### src/rtl/mcr_consts.svh
// What this block does
// Gate bit 0 stops timer clock, resets 1
// Gated timer blocks register access, stops working
// Gated timer keeps all register values
// Key pointer 16-bit read/write, upper zero
// Bit 3 picks internal level when internal
// Bit 2 picks external reference, resets 0
// Software avoids analog input zero with external
// Software sets reference pin function first
// Bit 0 keeps sleep clock input running
// Timer owns pins only when enabled, ungated
// Reserved bits ignore writes, read zero
`ifndef MCR_CONSTS_SVH
`define MCR_CONSTS_SVH

// Register byte offsets
`define MCR_OFF_CLKGATE 8'h24
`define MCR_OFF_KEYPTR 8'h34
`define MCR_OFF_REFCFG 8'h38

// Field positions
`define MCR_BIT_CLKOFF 0
`define MCR_BIT_INTREF 3
`define MCR_BIT_EXTREF 2
`define MCR_BIT_SLPCLK 0

// Widths
`define MCR_ADDR_W 8
`define MCR_KEY_W 16

// Reset values
`define MCR_RST_CLKOFF 1'b1
`define MCR_RST_KEYPTR 16'h0000
`define MCR_RST_INTREF 1'b0
`define MCR_RST_EXTREF 1'b0
`define MCR_RST_SLPCLK 1'b0

// Bus responses
`define MCR_RESP_OKAY 2'b00
`define MCR_RESP_SLVERR 2'b10

`endif

### src/rtl/mcr_pkg.sv
`default_nettype none
`include "mcr_consts.svh"

package mcr_pkg;

  // Whole state of the register bank
  typedef struct packed {
    logic awready;
    logic wready;
    logic bvalid;
    logic [1:0] bresp;
    logic arready;
    logic rvalid;
    logic [1:0] rresp;
    logic [31:0] rdata;
    logic have_aw;
    logic have_w;
    logic [`MCR_ADDR_W-1:0] awaddr;
    logic [31:0] wdata;
    logic [3:0] wstrb;
    logic clk_off;
    logic [`MCR_KEY_W-1:0] key_ptr;
    logic int_ref;
    logic ext_ref;
    logic slp_clk;
    logic ref_level_hi;
    logic tmr_clk_en;
    logic own_in;
    logic own_out;
    logic own_out_n;
  } mcr_regs_st_t;

  // Whole state of the timer access gate
  typedef struct packed {
    logic tgt_sel;
    logic tgt_write;
    logic [`MCR_ADDR_W-1:0] tgt_addr;
    logic [31:0] tgt_wdata;
    logic pend;
    logic pend_wr;
    logic resp_valid;
    logic resp_blocked;
    logic [31:0] resp_rdata;
  } mcr_gate_st_t;

endpackage
`default_nettype wire

### src/rtl/mcr_misc_regs.sv
// The AXI4-Lite register port was chosen for this implementation.
`timescale 1ns/1ps
`default_nettype none
`include "mcr_consts.svh"

module mcr_misc_regs (
  // Clock, reset, enable
  input wire logic aclk,
  input wire logic aresetn,
  input wire logic clk_en,
  // AXI4-Lite write address
  input wire logic [`MCR_ADDR_W-1:0] s_axi_awaddr,
  input wire logic [2:0] s_axi_awprot,
  input wire logic s_axi_awvalid,
  output logic s_axi_awready,
  // AXI4-Lite write data
  input wire logic [31:0] s_axi_wdata,
  input wire logic [3:0] s_axi_wstrb,
  input wire logic s_axi_wvalid,
  output logic s_axi_wready,
  // AXI4-Lite write response
  output logic [1:0] s_axi_bresp,
  output logic s_axi_bvalid,
  input wire logic s_axi_bready,
  // AXI4-Lite read address
  input wire logic [`MCR_ADDR_W-1:0] s_axi_araddr,
  input wire logic [2:0] s_axi_arprot,
  input wire logic s_axi_arvalid,
  output logic s_axi_arready,
  // AXI4-Lite read data
  output logic [31:0] s_axi_rdata,
  output logic [1:0] s_axi_rresp,
  output logic s_axi_rvalid,
  input wire logic s_axi_rready,
  // Controls to the rest of the chip
  output logic timer_clock_off,
  output logic tmr_clk_en,
  output logic [`MCR_KEY_W-1:0] cipher_key_ptr,
  output logic ref_ext_sel,
  output logic ref_int_level,
  output logic ref_level_2v048,
  output logic sleep_ext_clock_enable,
  // Timer pin ownership
  input wire logic pin_in_en,
  input wire logic pin_out_en,
  input wire logic pin_out_n_en,
  output logic tmr_owns_in,
  output logic tmr_owns_out,
  output logic tmr_owns_out_n,
  // System-side access to timer registers
  input wire logic tmr_req_valid,
  input wire logic tmr_req_write,
  input wire logic [`MCR_ADDR_W-1:0] tmr_req_addr,
  input wire logic [31:0] tmr_req_wdata,
  output logic tmr_resp_valid,
  output logic tmr_resp_blocked,
  output logic [31:0] tmr_resp_rdata,
  // Low-power timer register port
  output logic tmr_sel,
  output logic tmr_write,
  output logic [`MCR_ADDR_W-1:0] tmr_addr,
  output logic [31:0] tmr_wdata,
  input wire logic [31:0] tmr_rdata
);
  import mcr_pkg::*;

  // Reset image: bus idle with readies up, fields at documented values
  localparam mcr_regs_st_t RST = '{
    awready: 1'b1,
    wready: 1'b1,
    bvalid: 1'b0,
    bresp: `MCR_RESP_OKAY,
    arready: 1'b1,
    rvalid: 1'b0,
    rresp: `MCR_RESP_OKAY,
    rdata: 32'h0000_0000,
    have_aw: 1'b0,
    have_w: 1'b0,
    awaddr: 8'h00,
    wdata: 32'h0000_0000,
    wstrb: 4'h0,
    clk_off: `MCR_RST_CLKOFF,
    key_ptr: `MCR_RST_KEYPTR,
    int_ref: `MCR_RST_INTREF,
    ext_ref: `MCR_RST_EXTREF,
    slp_clk: `MCR_RST_SLPCLK,
    ref_level_hi: 1'b0,
    tmr_clk_en: ~`MCR_RST_CLKOFF,
    own_in: 1'b0,
    own_out: 1'b0,
    own_out_n: 1'b0
  };

  mcr_regs_st_t q_r; // Current state
  mcr_regs_st_t q_nxt; // Next state

  // Read image of one register; reserved bits are built as zero
  function automatic logic [31:0] read_word(
    input logic [`MCR_ADDR_W-1:0] addr,
    input mcr_regs_st_t s
  );
    logic [31:0] w;
    w = 32'h0000_0000;
    case (addr)
      `MCR_OFF_CLKGATE: begin
        w[`MCR_BIT_CLKOFF] = s.clk_off;
      end
      `MCR_OFF_KEYPTR: begin
        w[`MCR_KEY_W-1:0] = s.key_ptr;
      end
      `MCR_OFF_REFCFG: begin
        w[`MCR_BIT_INTREF] = s.int_ref;
        w[`MCR_BIT_EXTREF] = s.ext_ref;
        w[`MCR_BIT_SLPCLK] = s.slp_clk;
      end
      default: begin
        w = 32'h0000_0000;
      end
    endcase
    return w;
  endfunction

  // True for the three mapped offsets
  function automatic logic is_mapped(input logic [`MCR_ADDR_W-1:0] addr);
    logic hit;
    hit = (addr == `MCR_OFF_CLKGATE) || (addr == `MCR_OFF_KEYPTR) ||
      (addr == `MCR_OFF_REFCFG);
    return hit;
  endfunction

  // Bus handshakes, register writes and derived controls
  always_comb begin
    q_nxt = q_r;
    // Address and data are caught independently, in either order
    if (q_r.awready && s_axi_awvalid) begin
      q_nxt.have_aw = 1'b1;
      q_nxt.awaddr = s_axi_awaddr;
      q_nxt.awready = 1'b0;
    end
    if (q_r.wready && s_axi_wvalid) begin
      q_nxt.have_w = 1'b1;
      q_nxt.wdata = s_axi_wdata;
      q_nxt.wstrb = s_axi_wstrb;
      q_nxt.wready = 1'b0;
    end
    // Both halves held: commit once, then answer
    if (q_r.have_aw && q_r.have_w && !q_r.bvalid) begin
      q_nxt.have_aw = 1'b0;
      q_nxt.have_w = 1'b0;
      q_nxt.bvalid = 1'b1;
      q_nxt.bresp = is_mapped(q_r.awaddr) ? `MCR_RESP_OKAY :
        `MCR_RESP_SLVERR;
      case (q_r.awaddr)
        `MCR_OFF_CLKGATE: begin
          // Only bit 0 is stored; other bits are dropped
          if (q_r.wstrb[0]) begin
            q_nxt.clk_off = q_r.wdata[`MCR_BIT_CLKOFF];
          end
        end
        `MCR_OFF_KEYPTR: begin
          // Byte lanes 0 and 1 carry the pointer
          if (q_r.wstrb[0]) begin
            q_nxt.key_ptr[7:0] = q_r.wdata[7:0];
          end
          if (q_r.wstrb[1]) begin
            q_nxt.key_ptr[15:8] = q_r.wdata[15:8];
          end
        end
        `MCR_OFF_REFCFG: begin
          if (q_r.wstrb[0]) begin
            q_nxt.int_ref = q_r.wdata[`MCR_BIT_INTREF];
            q_nxt.ext_ref = q_r.wdata[`MCR_BIT_EXTREF];
            q_nxt.slp_clk = q_r.wdata[`MCR_BIT_SLPCLK];
          end
        end
        default: begin
          // Unmapped: nothing stored, error answered
          q_nxt.bresp = `MCR_RESP_SLVERR;
        end
      endcase
    end
    // Response taken: reopen both write channels
    if (q_r.bvalid && s_axi_bready) begin
      q_nxt.bvalid = 1'b0;
      q_nxt.awready = 1'b1;
      q_nxt.wready = 1'b1;
    end
    // Read answered from the registers as they stand this cycle
    if (q_r.arready && s_axi_arvalid) begin
      q_nxt.arready = 1'b0;
      q_nxt.rvalid = 1'b1;
      q_nxt.rdata = read_word(s_axi_araddr, q_r);
      q_nxt.rresp = is_mapped(s_axi_araddr) ? `MCR_RESP_OKAY :
        `MCR_RESP_SLVERR;
    end
    if (q_r.rvalid && s_axi_rready) begin
      q_nxt.rvalid = 1'b0;
      q_nxt.arready = 1'b1;
    end
    // Internal level only counts while internal source is chosen
    q_nxt.ref_level_hi = q_nxt.int_ref & ~q_nxt.ext_ref;
    // Gate stops the timer clock; contents simply wait
    q_nxt.tmr_clk_en = ~q_nxt.clk_off;
    // Timer keeps a pin only while ungated, else GPIO keeps it
    q_nxt.own_in = pin_in_en & ~q_nxt.clk_off;
    q_nxt.own_out = pin_out_en & ~q_nxt.clk_off;
    q_nxt.own_out_n = pin_out_n_en & ~q_nxt.clk_off;
  end

  // State register, frozen while the enable is low
  always_ff @(posedge aclk) begin
    if (!aresetn) begin
      q_r <= RST;
    end else if (clk_en) begin
      q_r <= q_nxt;
    end
  end

  // Timer register access passes only while the clock runs
  mcr_tmr_gate u_gate (
    .aclk(aclk),
    .aresetn(aresetn),
    .clk_en(clk_en),
    .clk_off(q_r.clk_off),
    .req_valid(tmr_req_valid),
    .req_write(tmr_req_write),
    .req_addr(tmr_req_addr),
    .req_wdata(tmr_req_wdata),
    .tgt_sel(tmr_sel),
    .tgt_write(tmr_write),
    .tgt_addr(tmr_addr),
    .tgt_wdata(tmr_wdata),
    .tmr_rdata(tmr_rdata),
    .resp_valid(tmr_resp_valid),
    .resp_blocked(tmr_resp_blocked),
    .resp_rdata(tmr_resp_rdata)
  );

  // Bus outputs
  assign s_axi_awready = q_r.awready;
  assign s_axi_wready = q_r.wready;
  assign s_axi_bresp = q_r.bresp;
  assign s_axi_bvalid = q_r.bvalid;
  assign s_axi_arready = q_r.arready;
  assign s_axi_rdata = q_r.rdata;
  assign s_axi_rresp = q_r.rresp;
  assign s_axi_rvalid = q_r.rvalid;

  // Control outputs
  assign timer_clock_off = q_r.clk_off;
  assign tmr_clk_en = q_r.tmr_clk_en;
  assign cipher_key_ptr = q_r.key_ptr;
  assign ref_ext_sel = q_r.ext_ref;
  assign ref_int_level = q_r.int_ref;
  assign ref_level_2v048 = q_r.ref_level_hi;
  assign sleep_ext_clock_enable = q_r.slp_clk;
  assign tmr_owns_in = q_r.own_in;
  assign tmr_owns_out = q_r.own_out;
  assign tmr_owns_out_n = q_r.own_out_n;

endmodule
`default_nettype wire

### src/rtl/mcr_tmr_gate.sv
`timescale 1ns/1ps
`default_nettype none
`include "mcr_consts.svh"

module mcr_tmr_gate (
  // Clock, reset, enable
  input wire logic aclk,
  input wire logic aresetn,
  input wire logic clk_en,
  // Gate state from the bank
  input wire logic clk_off,
  // Requests from the system side
  input wire logic req_valid,
  input wire logic req_write,
  input wire logic [`MCR_ADDR_W-1:0] req_addr,
  input wire logic [31:0] req_wdata,
  // Timer register port
  output logic tgt_sel,
  output logic tgt_write,
  output logic [`MCR_ADDR_W-1:0] tgt_addr,
  output logic [31:0] tgt_wdata,
  input wire logic [31:0] tmr_rdata,
  // Answer to the system side
  output logic resp_valid,
  output logic resp_blocked,
  output logic [31:0] resp_rdata
);
  import mcr_pkg::*;

  // Idle gate after reset
  localparam mcr_gate_st_t RST = '0;

  mcr_gate_st_t q_r; // Current state
  mcr_gate_st_t q_nxt; // Next state

  // Forward or refuse one access; a timer read answers a cycle later
  always_comb begin
    q_nxt = q_r;
    q_nxt.tgt_sel = 1'b0;
    q_nxt.resp_valid = 1'b0;
    if (q_r.pend) begin
      // Timer data is taken in the same cycle as its select
      q_nxt.pend = 1'b0;
      q_nxt.resp_valid = 1'b1;
      q_nxt.resp_blocked = 1'b0;
      q_nxt.resp_rdata = q_r.pend_wr ? 32'h0000_0000 : tmr_rdata;
    end
    if (req_valid) begin
      if (clk_off) begin
        // Refused: timer never sees it, so its contents stay put
        q_nxt.resp_valid = 1'b1;
        q_nxt.resp_blocked = 1'b1;
        q_nxt.resp_rdata = 32'h0000_0000;
      end else begin
        q_nxt.tgt_sel = 1'b1;
        q_nxt.tgt_write = req_write;
        q_nxt.tgt_addr = req_addr;
        q_nxt.tgt_wdata = req_wdata;
        q_nxt.pend = 1'b1;
        q_nxt.pend_wr = req_write;
      end
    end
  end

  // State register, frozen while the enable is low
  always_ff @(posedge aclk) begin
    if (!aresetn) begin
      q_r <= RST;
    end else if (clk_en) begin
      q_r <= q_nxt;
    end
  end

  assign tgt_sel = q_r.tgt_sel;
  assign tgt_write = q_r.tgt_write;
  assign tgt_addr = q_r.tgt_addr;
  assign tgt_wdata = q_r.tgt_wdata;
  assign resp_valid = q_r.resp_valid;
  assign resp_blocked = q_r.resp_blocked;
  assign resp_rdata = q_r.resp_rdata;

endmodule
`default_nettype wire
### config.mk
export PLATFORM = sky130hd
export DESIGN_NAME = mcr_misc_regs
export DESIGN_NICKNAME = d
export VERILOG_FILES = /design/src/rtl/mcr_pkg.sv /design/src/rtl/mcr_misc_regs.sv /design/src/rtl/mcr_tmr_gate.sv
export VERILOG_INCLUDE_DIRS = /design/src /design/src/rtl
export SDC_FILE = /design/constraint.sdc
export NUM_CORES = 1
export LEC_CHECK = 0
export ABC_AREA = 1
export BUFFER_PORTS_ARGS = -buffer_cell sky130_fd_sc_hd__buf_2
export CORE_UTILIZATION = 45
export DETAILED_ROUTE_END_ITERATION = 7
export PLACE_DENSITY = 0.78
export SYNTH_ARGS = -nofsm -noshare
export SYNTH_HDL_FRONTEND = slang
export SYNTH_SLANG_ARGS = --single-unit
### constraint.sdc
create_clock -name aclk -period 2 [get_ports aclk]
set_input_delay 0.3 -clock aclk [delete_from_list [all_inputs] [get_ports aclk]]
set_output_delay 0.3 -clock aclk [all_outputs]
set_load 0.05 [all_outputs]
==> results of run 1 <==
## worst max-delay path by stage
stage                          to  slack (ps)  cells past startpoint
4_1_cts           timer_clock_off         400                      2
5_1_grt        cipher_key_ptr[14]         300                      7
3_3_place_gp              q_r[66]         310                      5
3_5_place_dp              q_r[65]         200                      5
6_report          timer_clock_off         440                      2
2_1_floorplan             q_r[26]         450                      5
## Yosys cell counts
master and count:
a21oi_1 93, a21oi_2 2, a31oi_1 1, and3b_1 1, buf_1 1, buf_2 21, buf_4 53, buf_6 2
clkbuf_1 20, conb_1 1, dfxtp_1 152, inv_1 32, inv_2 7, nand2_1 64, nand2_2 3, nand2_4 1
nand3_1 27, nand3_2 1, nand4_1 5, nor2_1 141, nor2_2 2, nor2_4 2, nor3_1 33, nor3_2 1
nor3_4 2, o211a_1 1, o211ai_1 1, o21a_1 1, o21ai_0 90, o21ai_1 6, o21ai_2 2, o21bai_1 1
o31ai_1 1
## final cells by class
| class | count | area [um2] |
|---|---|---|
| Fill cell | 1244 | 5510 |
| Clock buffer | 25 | 505 |
| Multi-Input combinational cell | 500 | 2320 |
| Sequential cell | 152 | 3040 |
| Timing Repair Buffer | 256 | 1330 |
| Tap cell | 176 | 220 |
| Inverter | 39 | 146 |
| Clock inverter | 6 | 111 |
## per-layer routing
layer | vias up | share of wire, % | global-route usage (%)
li1 | 2854 | - | -
met1 | 2641 | 44 | 28.9
met2 | 231 | 47 | 37.1
met3 | 37 | 6.1 | 5.47
met4 | 0 | 3.0 | 12.9
met5 | - | 0 | 0
## state kept, by name, summed over array words and instances (netlist names), 8 cells and up
name / count
u_gate.resp_rdata: 32
u_gate.tgt_wdata: 32
q_r: 28
cipher_key_ptr: 16
s_axi_rdata: 16
u_gate.tgt_addr: 8
## worst max-delay path, cell delays in order (launching register included)
cell,delay (ps)
dfxtp_1,380
buf_4,190
buf_2,270
## power by group
group,leakage [nW],internal [W],switching [W]
Combinational,2.21,0.000166,0.000400
Clock,0.300,0.00213,0.00120
Sequential,1.23,0.00310,0.0000350
Total,3.75,0.00539,0.00164
## logic make-up (layout without fill, tap and decap cells)
kind of cell / after synthesis / after routing / synth area share (%)
buffers and inverters: 136 / 326 / 12.4
flip-flops: 152 / 152 / 50.3
AO/OA/AOI/OAI: 199 / 199 / 17.0
other: 1 / 18 / 0.0620
AND/OR/NAND/NOR: 283 / 283 / 20.3
## per-stage QoR
stage	hold WS, ps	worst slack (ps)	instances
3_3_place_gp	443	309	1123
6_report	103	440	1154
3_5_place_dp	449	199	1123
2_1_floorplan	430	446	788
5_1_grt	95.5	299	1154
4_1_cts	79.6	402	1154
==> out/summary.txt, run 1 <==
status -> complete, no violations
FF-to-FF Start -> q_r[70]
number of library cell types mapped by synthesis -> 33
Seq cells post-synth -> 152
cell count of the worst reg-to-reg path -> 7
Core Footprint -> 0.0132 mm2
min-delay worst type -> in2reg
main area contributors after synthesis -> dfxtp_1 (50%), nor2_1 (8.7%), a21oi_1 (7.7%), o21ai_0 (7.4%), buf_4 (6.6%)
DRC Markers -> 0
max_cap viols -> 0
hold path endpoint -> u_gate.tgt_wdata[19]
hold path start -> tmr_req_wdata[19]
detailed-route wire length -> 16100 um
global-route wire length before repair -> 25800 um
clock buffer depth -> 2
CTS tree -> yes
Final Hold Fails -> 0
Setup Buffers After CTS -> 0
DP HPWL -> 11000 um
Mapped Area -> 0.00605 mm2
Pwr Total -> 0.00702 W
# port buffers -> 242
Synthesis Warnings -> 0
critical path required time -> 1700 ps
DIE WIDTH -> 118 um
post_cts resized -> 0
cell area power density -> 915 mW/mm2
DR vias/cell -> 4.99
Pre-antenna DRT Iters -> 5
CTS buffer count -> 17
Critical Path Start -> timer_clock_off
Post-Route Utilization -> 58.2%
Final Skew -> 10.9 ps
share of the synthesized area in the top cell type -> 50.3%
routed vias -> 5763
DR WL/cell -> 13.9 um
Crit Path Category -> reg2out
most common library cell in the layout ignoring fill and taps -> buf_2
IO Count -> 285
commonest non-fill, non-tap cells in the layout -> buf_2 (242), dfxtp_1 (152), nor2_1 (141)
relative slew slack -> 52.0%
R2R Path End -> cipher_key_ptr[14]
post-route ant nets -> 0
Rows -> 42
sequential area share after synthesis -> 50.3%
crit path launch type -> flip-flop
Die Area -> 0.0139 mm2
layout cell share with drive strength beyond 1 -> 31.4%
cell taking the most area after synthesis -> dfxtp_1
Tcrit/Tclk final -> 78.0%
# diodes -> 0
Post-DP Area -> 0.00706 mm2
Final min period -> 1560 ps
final setup fails -> 0
clock-pin slew on the worst setup and hold paths -> 60 ps
crit-path max FO -> 5
Setup crit end kind -> output pin
Clock Latency Late Sink -> 420 ps
antenna violations before repair -> 0
GRT Util Overall -> 23.3%
Final #Nets -> 1109
RSZ-0062 raised after global routing -> no
routability cong. -> 0.790
htree depth -> 4
Gate Count Post-Synth -> 771
area growth from synthesis to layout -> 26.9%
fmax -> 0.641 GHz
final instance area -> 0.00768 mm2
worst reg-to-reg setup slack -> 480 ps
grt ovf -> 0
Syn Area/Cell -> 7.85 um2
final setup TNS -> 0 ps
Max Slew Vio Count -> 0
clock root buffer -> clkbuf_16
number of DRC markers in iteration 0 -> 325
CP arrival -> 1260 ps
Leak -> 3.75 nW
Hold Path Depth -> 3
measured slew at the worst slew-check pin -> 719 ps
Starting Density -> 45.9%
Die Y -> 118 um
pin count of the biggest net entering global routing -> 44
Hold Buf Count CTS -> 0
Sink Count -> 152
maximum VDD drop -> 0.522 mV
vias in the first global route -> 5342
Power figures use the tool's default switching activity.
==> inputs of run 2 (changes only) <==
==> constraint.sdc (replaced) <==
create_clock -name aclk -period 1.5 [get_ports aclk]
set_input_delay 0.225 -clock aclk [delete_from_list [all_inputs] [get_ports aclk]]
set_output_delay 0.225 -clock aclk [all_outputs]
set_load 0.05 [all_outputs]
==> out/summary.txt, run 2 (synthesis results as in run 1) <==
status -> complete, no violations (unchanged)
Die Y -> 118 um (unchanged)
clock-pin slew on the worst setup and hold paths -> 60 ps (about the same)
Crit Path Category -> reg2out (unchanged)
pin count of the biggest net entering global routing -> 41 (was 44)
antenna violations before repair -> 0 (unchanged)
commonest non-fill, non-tap cells in the layout -> buf_2 (241), dfxtp_1 (150), nor2_1 (137) (was buf_2 (242), dfxtp_1 (152), nor2_1 (141))
layout cell share with drive strength beyond 1 -> 33.2% (was 31.4%)
IO Count -> 285 (unchanged)
clock root buffer -> clkbuf_16 (unchanged)
hold path start -> tmr_req_wdata[24] (was tmr_req_wdata[19])
max_cap viols -> 0 (unchanged)
Clock Latency Late Sink -> 420 ps (about the same)
crit-path max FO -> 4 (was 5)
grt ovf -> 0 (unchanged)
# diodes -> 0 (unchanged)
Tcrit/Tclk final -> 96.4%
cell count of the worst reg-to-reg path -> 9 (was 7)
internal power -> 0.00704 W (was 0.00539 W)
post-route ant nets -> 0 (unchanged)
FF-to-FF Start -> q_r[62] (was q_r[70])
Sink Count -> 152 (unchanged)
fmax -> 0.691 GHz
maximum VDD drop -> 0.657 mV (was 0.522 mV)
crit path launch type -> flip-flop (unchanged)
power share of the sequential group -> 44.9% (was 44.6%)
DP HPWL -> 11200 um (was 11000 um)
Pwr Total -> 0.00930 W (was 0.00702 W)
DR vias/cell -> 4.94 (was 4.99)
detailed-route wire length -> 15700 um (was 16100 um)
CTS tree -> yes (unchanged)
Final Hold Fails -> 0 (unchanged)
Setup crit end kind -> output pin (unchanged)
cell area power density -> 1180 mW/mm2 (was 915 mW/mm2)
R2R Path End -> cipher_key_ptr[10] (was cipher_key_ptr[14])
routed vias -> 5761 (was 5763)
Hold Path Depth -> 3 (unchanged)
number of DRC markers in iteration 0 -> 431 (was 325)
htree depth -> 4 (unchanged)
GRT Util Overall -> 23.1% (was 23.3%)
Rows -> 42 (unchanged)
most common library cell in the layout ignoring fill and taps -> buf_2 (unchanged)
vias in the first global route -> 5508 (was 5342)
Final #Nets -> 1122 (was 1109)
RSZ-0062 raised after global routing -> yes (was no)
Clk network pwr share -> 46.7% (was 47.4%)
area growth from synthesis to layout -> 30.1% (was 26.9%)
# port buffers -> 242 (unchanged)
hold path endpoint -> u_gate.tgt_wdata[24] (was u_gate.tgt_wdata[19])
Layout fillers -> 1198 (was 1244)
DIE WIDTH -> 118 um (unchanged)
Final min period -> 1450 ps
DRC Markers -> 0 (unchanged)
Hold Buf Count CTS -> 0 (unchanged)
critical path required time -> 1270 ps (was 1700 ps)
Logic pwr share -> 8.4% (was 8.1%)
Leak -> 3.85 nW (was 3.75 nW)
DR WL/cell -> 13.5 um (was 13.9 um)
routability cong. -> 0.818 (was 0.790)
Die Area -> 0.0139 mm2 (unchanged)
Pre-antenna DRT Iters -> 5 (unchanged)
final setup fails -> 0 (unchanged)
CP arrival -> 1220 ps (was 1260 ps)
global-route wire length before repair -> 25600 um (was 25800 um)
min-delay worst type -> in2reg (unchanged)
Starting Density -> 45.9% (unchanged)
clock buffer depth -> 2 (unchanged)
Net Sw Frac -> 24.3% (was 23.3%)
Max Slew Vio Count -> 0 (unchanged)
CTS buffer count -> 17 (unchanged)
Psw -> 0.00226 W (was 0.00164 W)
worst reg-to-reg setup slack -> 100 ps (was 480 ps)
Core Footprint -> 0.0132 mm2 (unchanged)
Final Skew -> 8.60 ps (was 10.9 ps)
final setup TNS -> 0 ps (unchanged)
[run 2: cell count changes in the layout (fill, tap and decap cells not counted), sizes merged]
cell | before | now
clkinv | 1 | 2
bufinv | 3 | 2
clkbuf | 25 | 22
clkinvlp | 1 | 3
inv | 40 | 41
buf | 256 | 269
[run 2: how the worst max path moves through the flow]
stage | startpoint | endpoint | slack (ps) | cells past startpoint
2_1_floorplan | s_axi_bvalid | cipher_key_ptr[6] | 20 | 6
3_3_place_gp | q_r[61] | cipher_key_ptr[8] | 100 | 8
3_5_place_dp | clk_en | q_r[33] | 70 | 7
4_1_cts | timer_clock_off | timer_clock_off | 20 | 2
5_1_grt | q_r[62] | cipher_key_ptr[11] | -20 | 9
6_report | timer_clock_off | timer_clock_off | 50 | 2
[run 2: what timing repair did]
action                     in CTS  in global routing
setup buffers                   0                  2
pin swaps                       0                  2
gates cloned                    0                  0
setup endpoints to repair       1                 10
resized for setup               1                  9
[run 2: layout make-up]
cell class / instances / area [um2] / share of cell area (%)
Tap cell: 176 / 220 / 2.80
Sequential cell: 152 / 3050 / 38.7
Timing Repair Buffer: 269 / 1510 / 19.2
Clock buffer: 22 / 494 / 6.28
Clock inverter: 9 / 114 / 1.45
Inverter: 39 / 149 / 1.89
Multi-Input combinational cell: 500 / 2340 / 29.7
[run 2: metrics by stage]
| step | hold slack, ps | instance area (um2) | util [%] | setup WS [ps] | instances |
|---|---|---|---|---|---|
| finish | 19.9 | 7870 | 59.7 | 53.3 | 1167 |
| floorplan | 360 | 6120 | - | 18.0 | 788 |
| CTS | 2.83 | 7830 | 59.4 | 21.9 | 1165 |
| global route | 12.7 | 7870 | 59.7 | -19.4 | 1167 |
| detailed placement | 446 | 7220 | 54.7 | 74.7 | 1134 |
| global placement | 444 | 7220 | 54.7 | 102 | 1134 |
[run 2: worst max-delay path: stages (launching register included)]
cell and delay [ps]:
dfxtp_1 420, buf_4 180, buf_4 200
[run 2: power by group through the flow]
stage | Sequential (W) | Clock [W] | Combinational (W)
finish | 0.00418 | 0.00434 | 0.000780
global route | 0.00419 | 0.00460 | 0.000843
CTS | 0.00418 | 0.00440 | 0.000781
detailed placement | 0.00427 | 0 | 0.000776
global placement | 0.00426 | 0 | 0.000769
floorplan | 0.00430 | 0 | 0.000525
[run 2: routing by layer]
metal | up-vias | global-route usage (%) | part of all wire [%]
li1 | 2883 | - | -
met1 | 2592 | 28.0 | 44
met2 | 245 | 38.0 | 46
met3 | 41 | 5.38 | 6.4
met4 | 0 | 12.1 | 2.8
met5 | - | 0 | 0
==> inputs of run 3 (changes only) <==
==> constraint.sdc (replaced) <==
create_clock -name aclk -period 1.4 [get_ports aclk]
set_input_delay 0.21 -clock aclk [delete_from_list [all_inputs] [get_ports aclk]]
set_output_delay 0.21 -clock aclk [all_outputs]
set_load 0.05 [all_outputs]
==> out/summary.txt, run 3 (synthesis results as in run 1) <==
status -> finished, violations left (was complete, no violations)
failing checks -> setup timing
pin count of the biggest net entering global routing -> 54 (was 41)
Clk network pwr share -> 46.4% (was 46.7%)
CTS buffer count -> 17 (unchanged)
slowest stage delay, CP -> 330 ps (was 420 ps)
crit path launch type -> flip-flop (unchanged)
DR WL/cell -> 13.6 um (was 13.5 um)
antenna violations before repair -> 1 (was 0)
DRC Markers -> 0 (unchanged)
DP HPWL -> 11100 um (was 11200 um)
clock root buffer -> clkbuf_16 (unchanged)
CP arrival -> 1780 ps (was 1220 ps)
Pre-antenna DRT Iters -> 5 (unchanged)
DIE WIDTH -> 118 um (unchanged)
Sink Count -> 152 (unchanged)
number of DRC markers in iteration 0 -> 359 (was 431)
WHS -> 15.8 ps (was 19.9 ps)
grt ovf -> 0 (unchanged)
Setup crit end kind -> flip-flop (was output pin)
maximum VDD drop -> 0.875 mV (was 0.657 mV)
Slowest cell on crit path -> dfxtp_2 (was dfxtp_1)
global-route wire length before repair -> 25900 um (was 25600 um)
worst setup margin -> -24.3 ps (was 53.3 ps)
RSZ-0062 raised after global routing -> yes (unchanged)
final setup fails -> 4 (was 0)
Top delay family on crit path -> simple AND/OR/NAND/NOR gates (was flip-flops)
internal power -> 0.00761 W (was 0.00704 W)
most common library cell in the layout ignoring fill and taps -> buf_2 (unchanged)
Pwr Total -> 0.0100 W (was 0.00930 W)
Starting Density -> 45.9% (unchanged)
crit-path max FO -> 5 (was 4)
detailed-route wire length -> 16100 um (was 15700 um)
Rows -> 42 (unchanged)
# port buffers -> 242 (unchanged)
IO Count -> 285 (unchanged)
Logic pwr share -> 9.0% (was 8.4%)
routed vias -> 5892 (was 5761)
CP Buf/Inv Count -> 3 (was 2)
Psw -> 0.00242 W (was 0.00226 W)
layout cell share with drive strength beyond 1 -> 35.6% (was 33.2%)
Die Area -> 0.0139 mm2 (unchanged)
Final #Nets -> 1138 (was 1122)
clock-pin slew on the worst setup and hold paths -> 60 ps (about the same)
critical path required time -> 1750 ps (was 1270 ps)
vias in the first global route -> 5426 (was 5508)
Final Hold Fails -> 0 (unchanged)
Final Skew -> 6.58 ps (was 8.60 ps)
commonest non-fill, non-tap cells in the layout -> buf_2 (240), dfxtp_1 (145), nor2_1 (135) (was buf_2 (241), dfxtp_1 (150), nor2_1 (137))
Die Y -> 118 um (unchanged)
Leak -> 3.92 nW (was 3.85 nW)
area growth from synthesis to layout -> 33.8% (was 30.1%)
max_cap viols -> 0 (unchanged)
power share of the sequential group -> 44.7% (was 44.9%)
Crit Path Category -> reg2reg (was reg2out)
crit path cell chain -> nor2_4, inv_2, nor2_4, nand2_4, nor3_4, buf_6, buf_6, o21ai_1, nor2_1 (was buf_4, buf_4)
DR vias/cell -> 4.98 (was 4.94)
cell area power density -> 1240 mW/mm2 (was 1180 mW/mm2)
CTS tree -> yes (unchanged)
min-delay worst type -> in2reg (unchanged)
Tcrit/Tclk final -> 102%
htree depth -> 4 (unchanged)
clock buffer depth -> 2 (unchanged)
Max Slew Vio Count -> 0 (unchanged)
Clock Latency Late Sink -> 420 ps (about the same)
Core Footprint -> 0.0132 mm2 (unchanged)
GRT Util Overall -> 23.4% (was 23.1%)
Net Sw Frac -> 24.1% (was 24.3%)
Final min period -> 1420 ps
routability cong. -> 0.818 (about the same)
post-route ant nets -> 0 (unchanged)
fmax -> 0.702 GHz
==> run 3: path summary, 6_finish.rpt <==
| check | from | end | slack, ps | cells after the start |
|---|---|---|---|---|
| min | tmr_req_addr[1] | u_gate.tgt_addr[1] | 20 | 3 |
| min reg2reg | q_r[69] | q_r[69] | 450 | 2 |
| max | q_r[62] | cipher_key_ptr[13] | -20 | 9 |
| max reg2reg | q_r[62] | cipher_key_ptr[13] | -20 | 9 |
==> run 3: what timing repair did <==
item / CTS / global route
endpoints found under the hold margin: 8 / 0
gates cloned: 0 / 0
hold buffers: 8 / 0
gates resized for setup: 4 / 42
setup buffers: 0 / 5
setup endpoints to repair: 3 / 20
pin swaps: 0 / 17
==> run 3: routing by layer <==
layer  global-route usage, %  part of all wire (%)
met4                    9.54                   2.4
met1                    27.8                    42
met2                    39.0                    49
met5                       0                     0
met3                    7.32                   6.9
==> run 3: area by class of cell <==
cell class,instances,area [um2]
diodes,1,2.50
clock buffers,20,457
clock inverters,11,149
fillers,1175,5090
inverters,39,151
multi-input cells,500,2400
flip-flops and latches,152,3050
well taps,176,220
repair buffers,285,1660
==> run 3: power by group through the flow <==
stage / combinational (W) / sequential [W] / clock, W
after detailed placement: 0.000857 / 0.00457 / 0
after floorplan: 0.000563 / 0.00461 / 0
after global placement: 0.000847 / 0.00457 / 0
final: 0.000898 / 0.00448 / 0.00465
after CTS: 0.000881 / 0.00448 / 0.00473
after global routing: 0.000966 / 0.00449 / 0.00494
==> run 3: stage by stage <==
stage	util [%]	cell area, um2	setup TNS (ps)	setup slack (ps)	std cells
2_1_floorplan	-	6120	0	1.79	788
3_3_place_gp	55.0	7260	-42.5	-42.5	1139
3_5_place_dp	55.0	7260	-21.9	-21.9	1139
4_1_cts	60.3	7960	-0.715	-0.715	1178
5_1_grt	61.4	8100	-1420	-113	1184
6_report	61.4	8100	-62.6	-24.3	1184
==> run 3: worst min-delay path: stages <==
cell and delay (ps):
buf_2 80, nor2_1 30, nor2_1 80
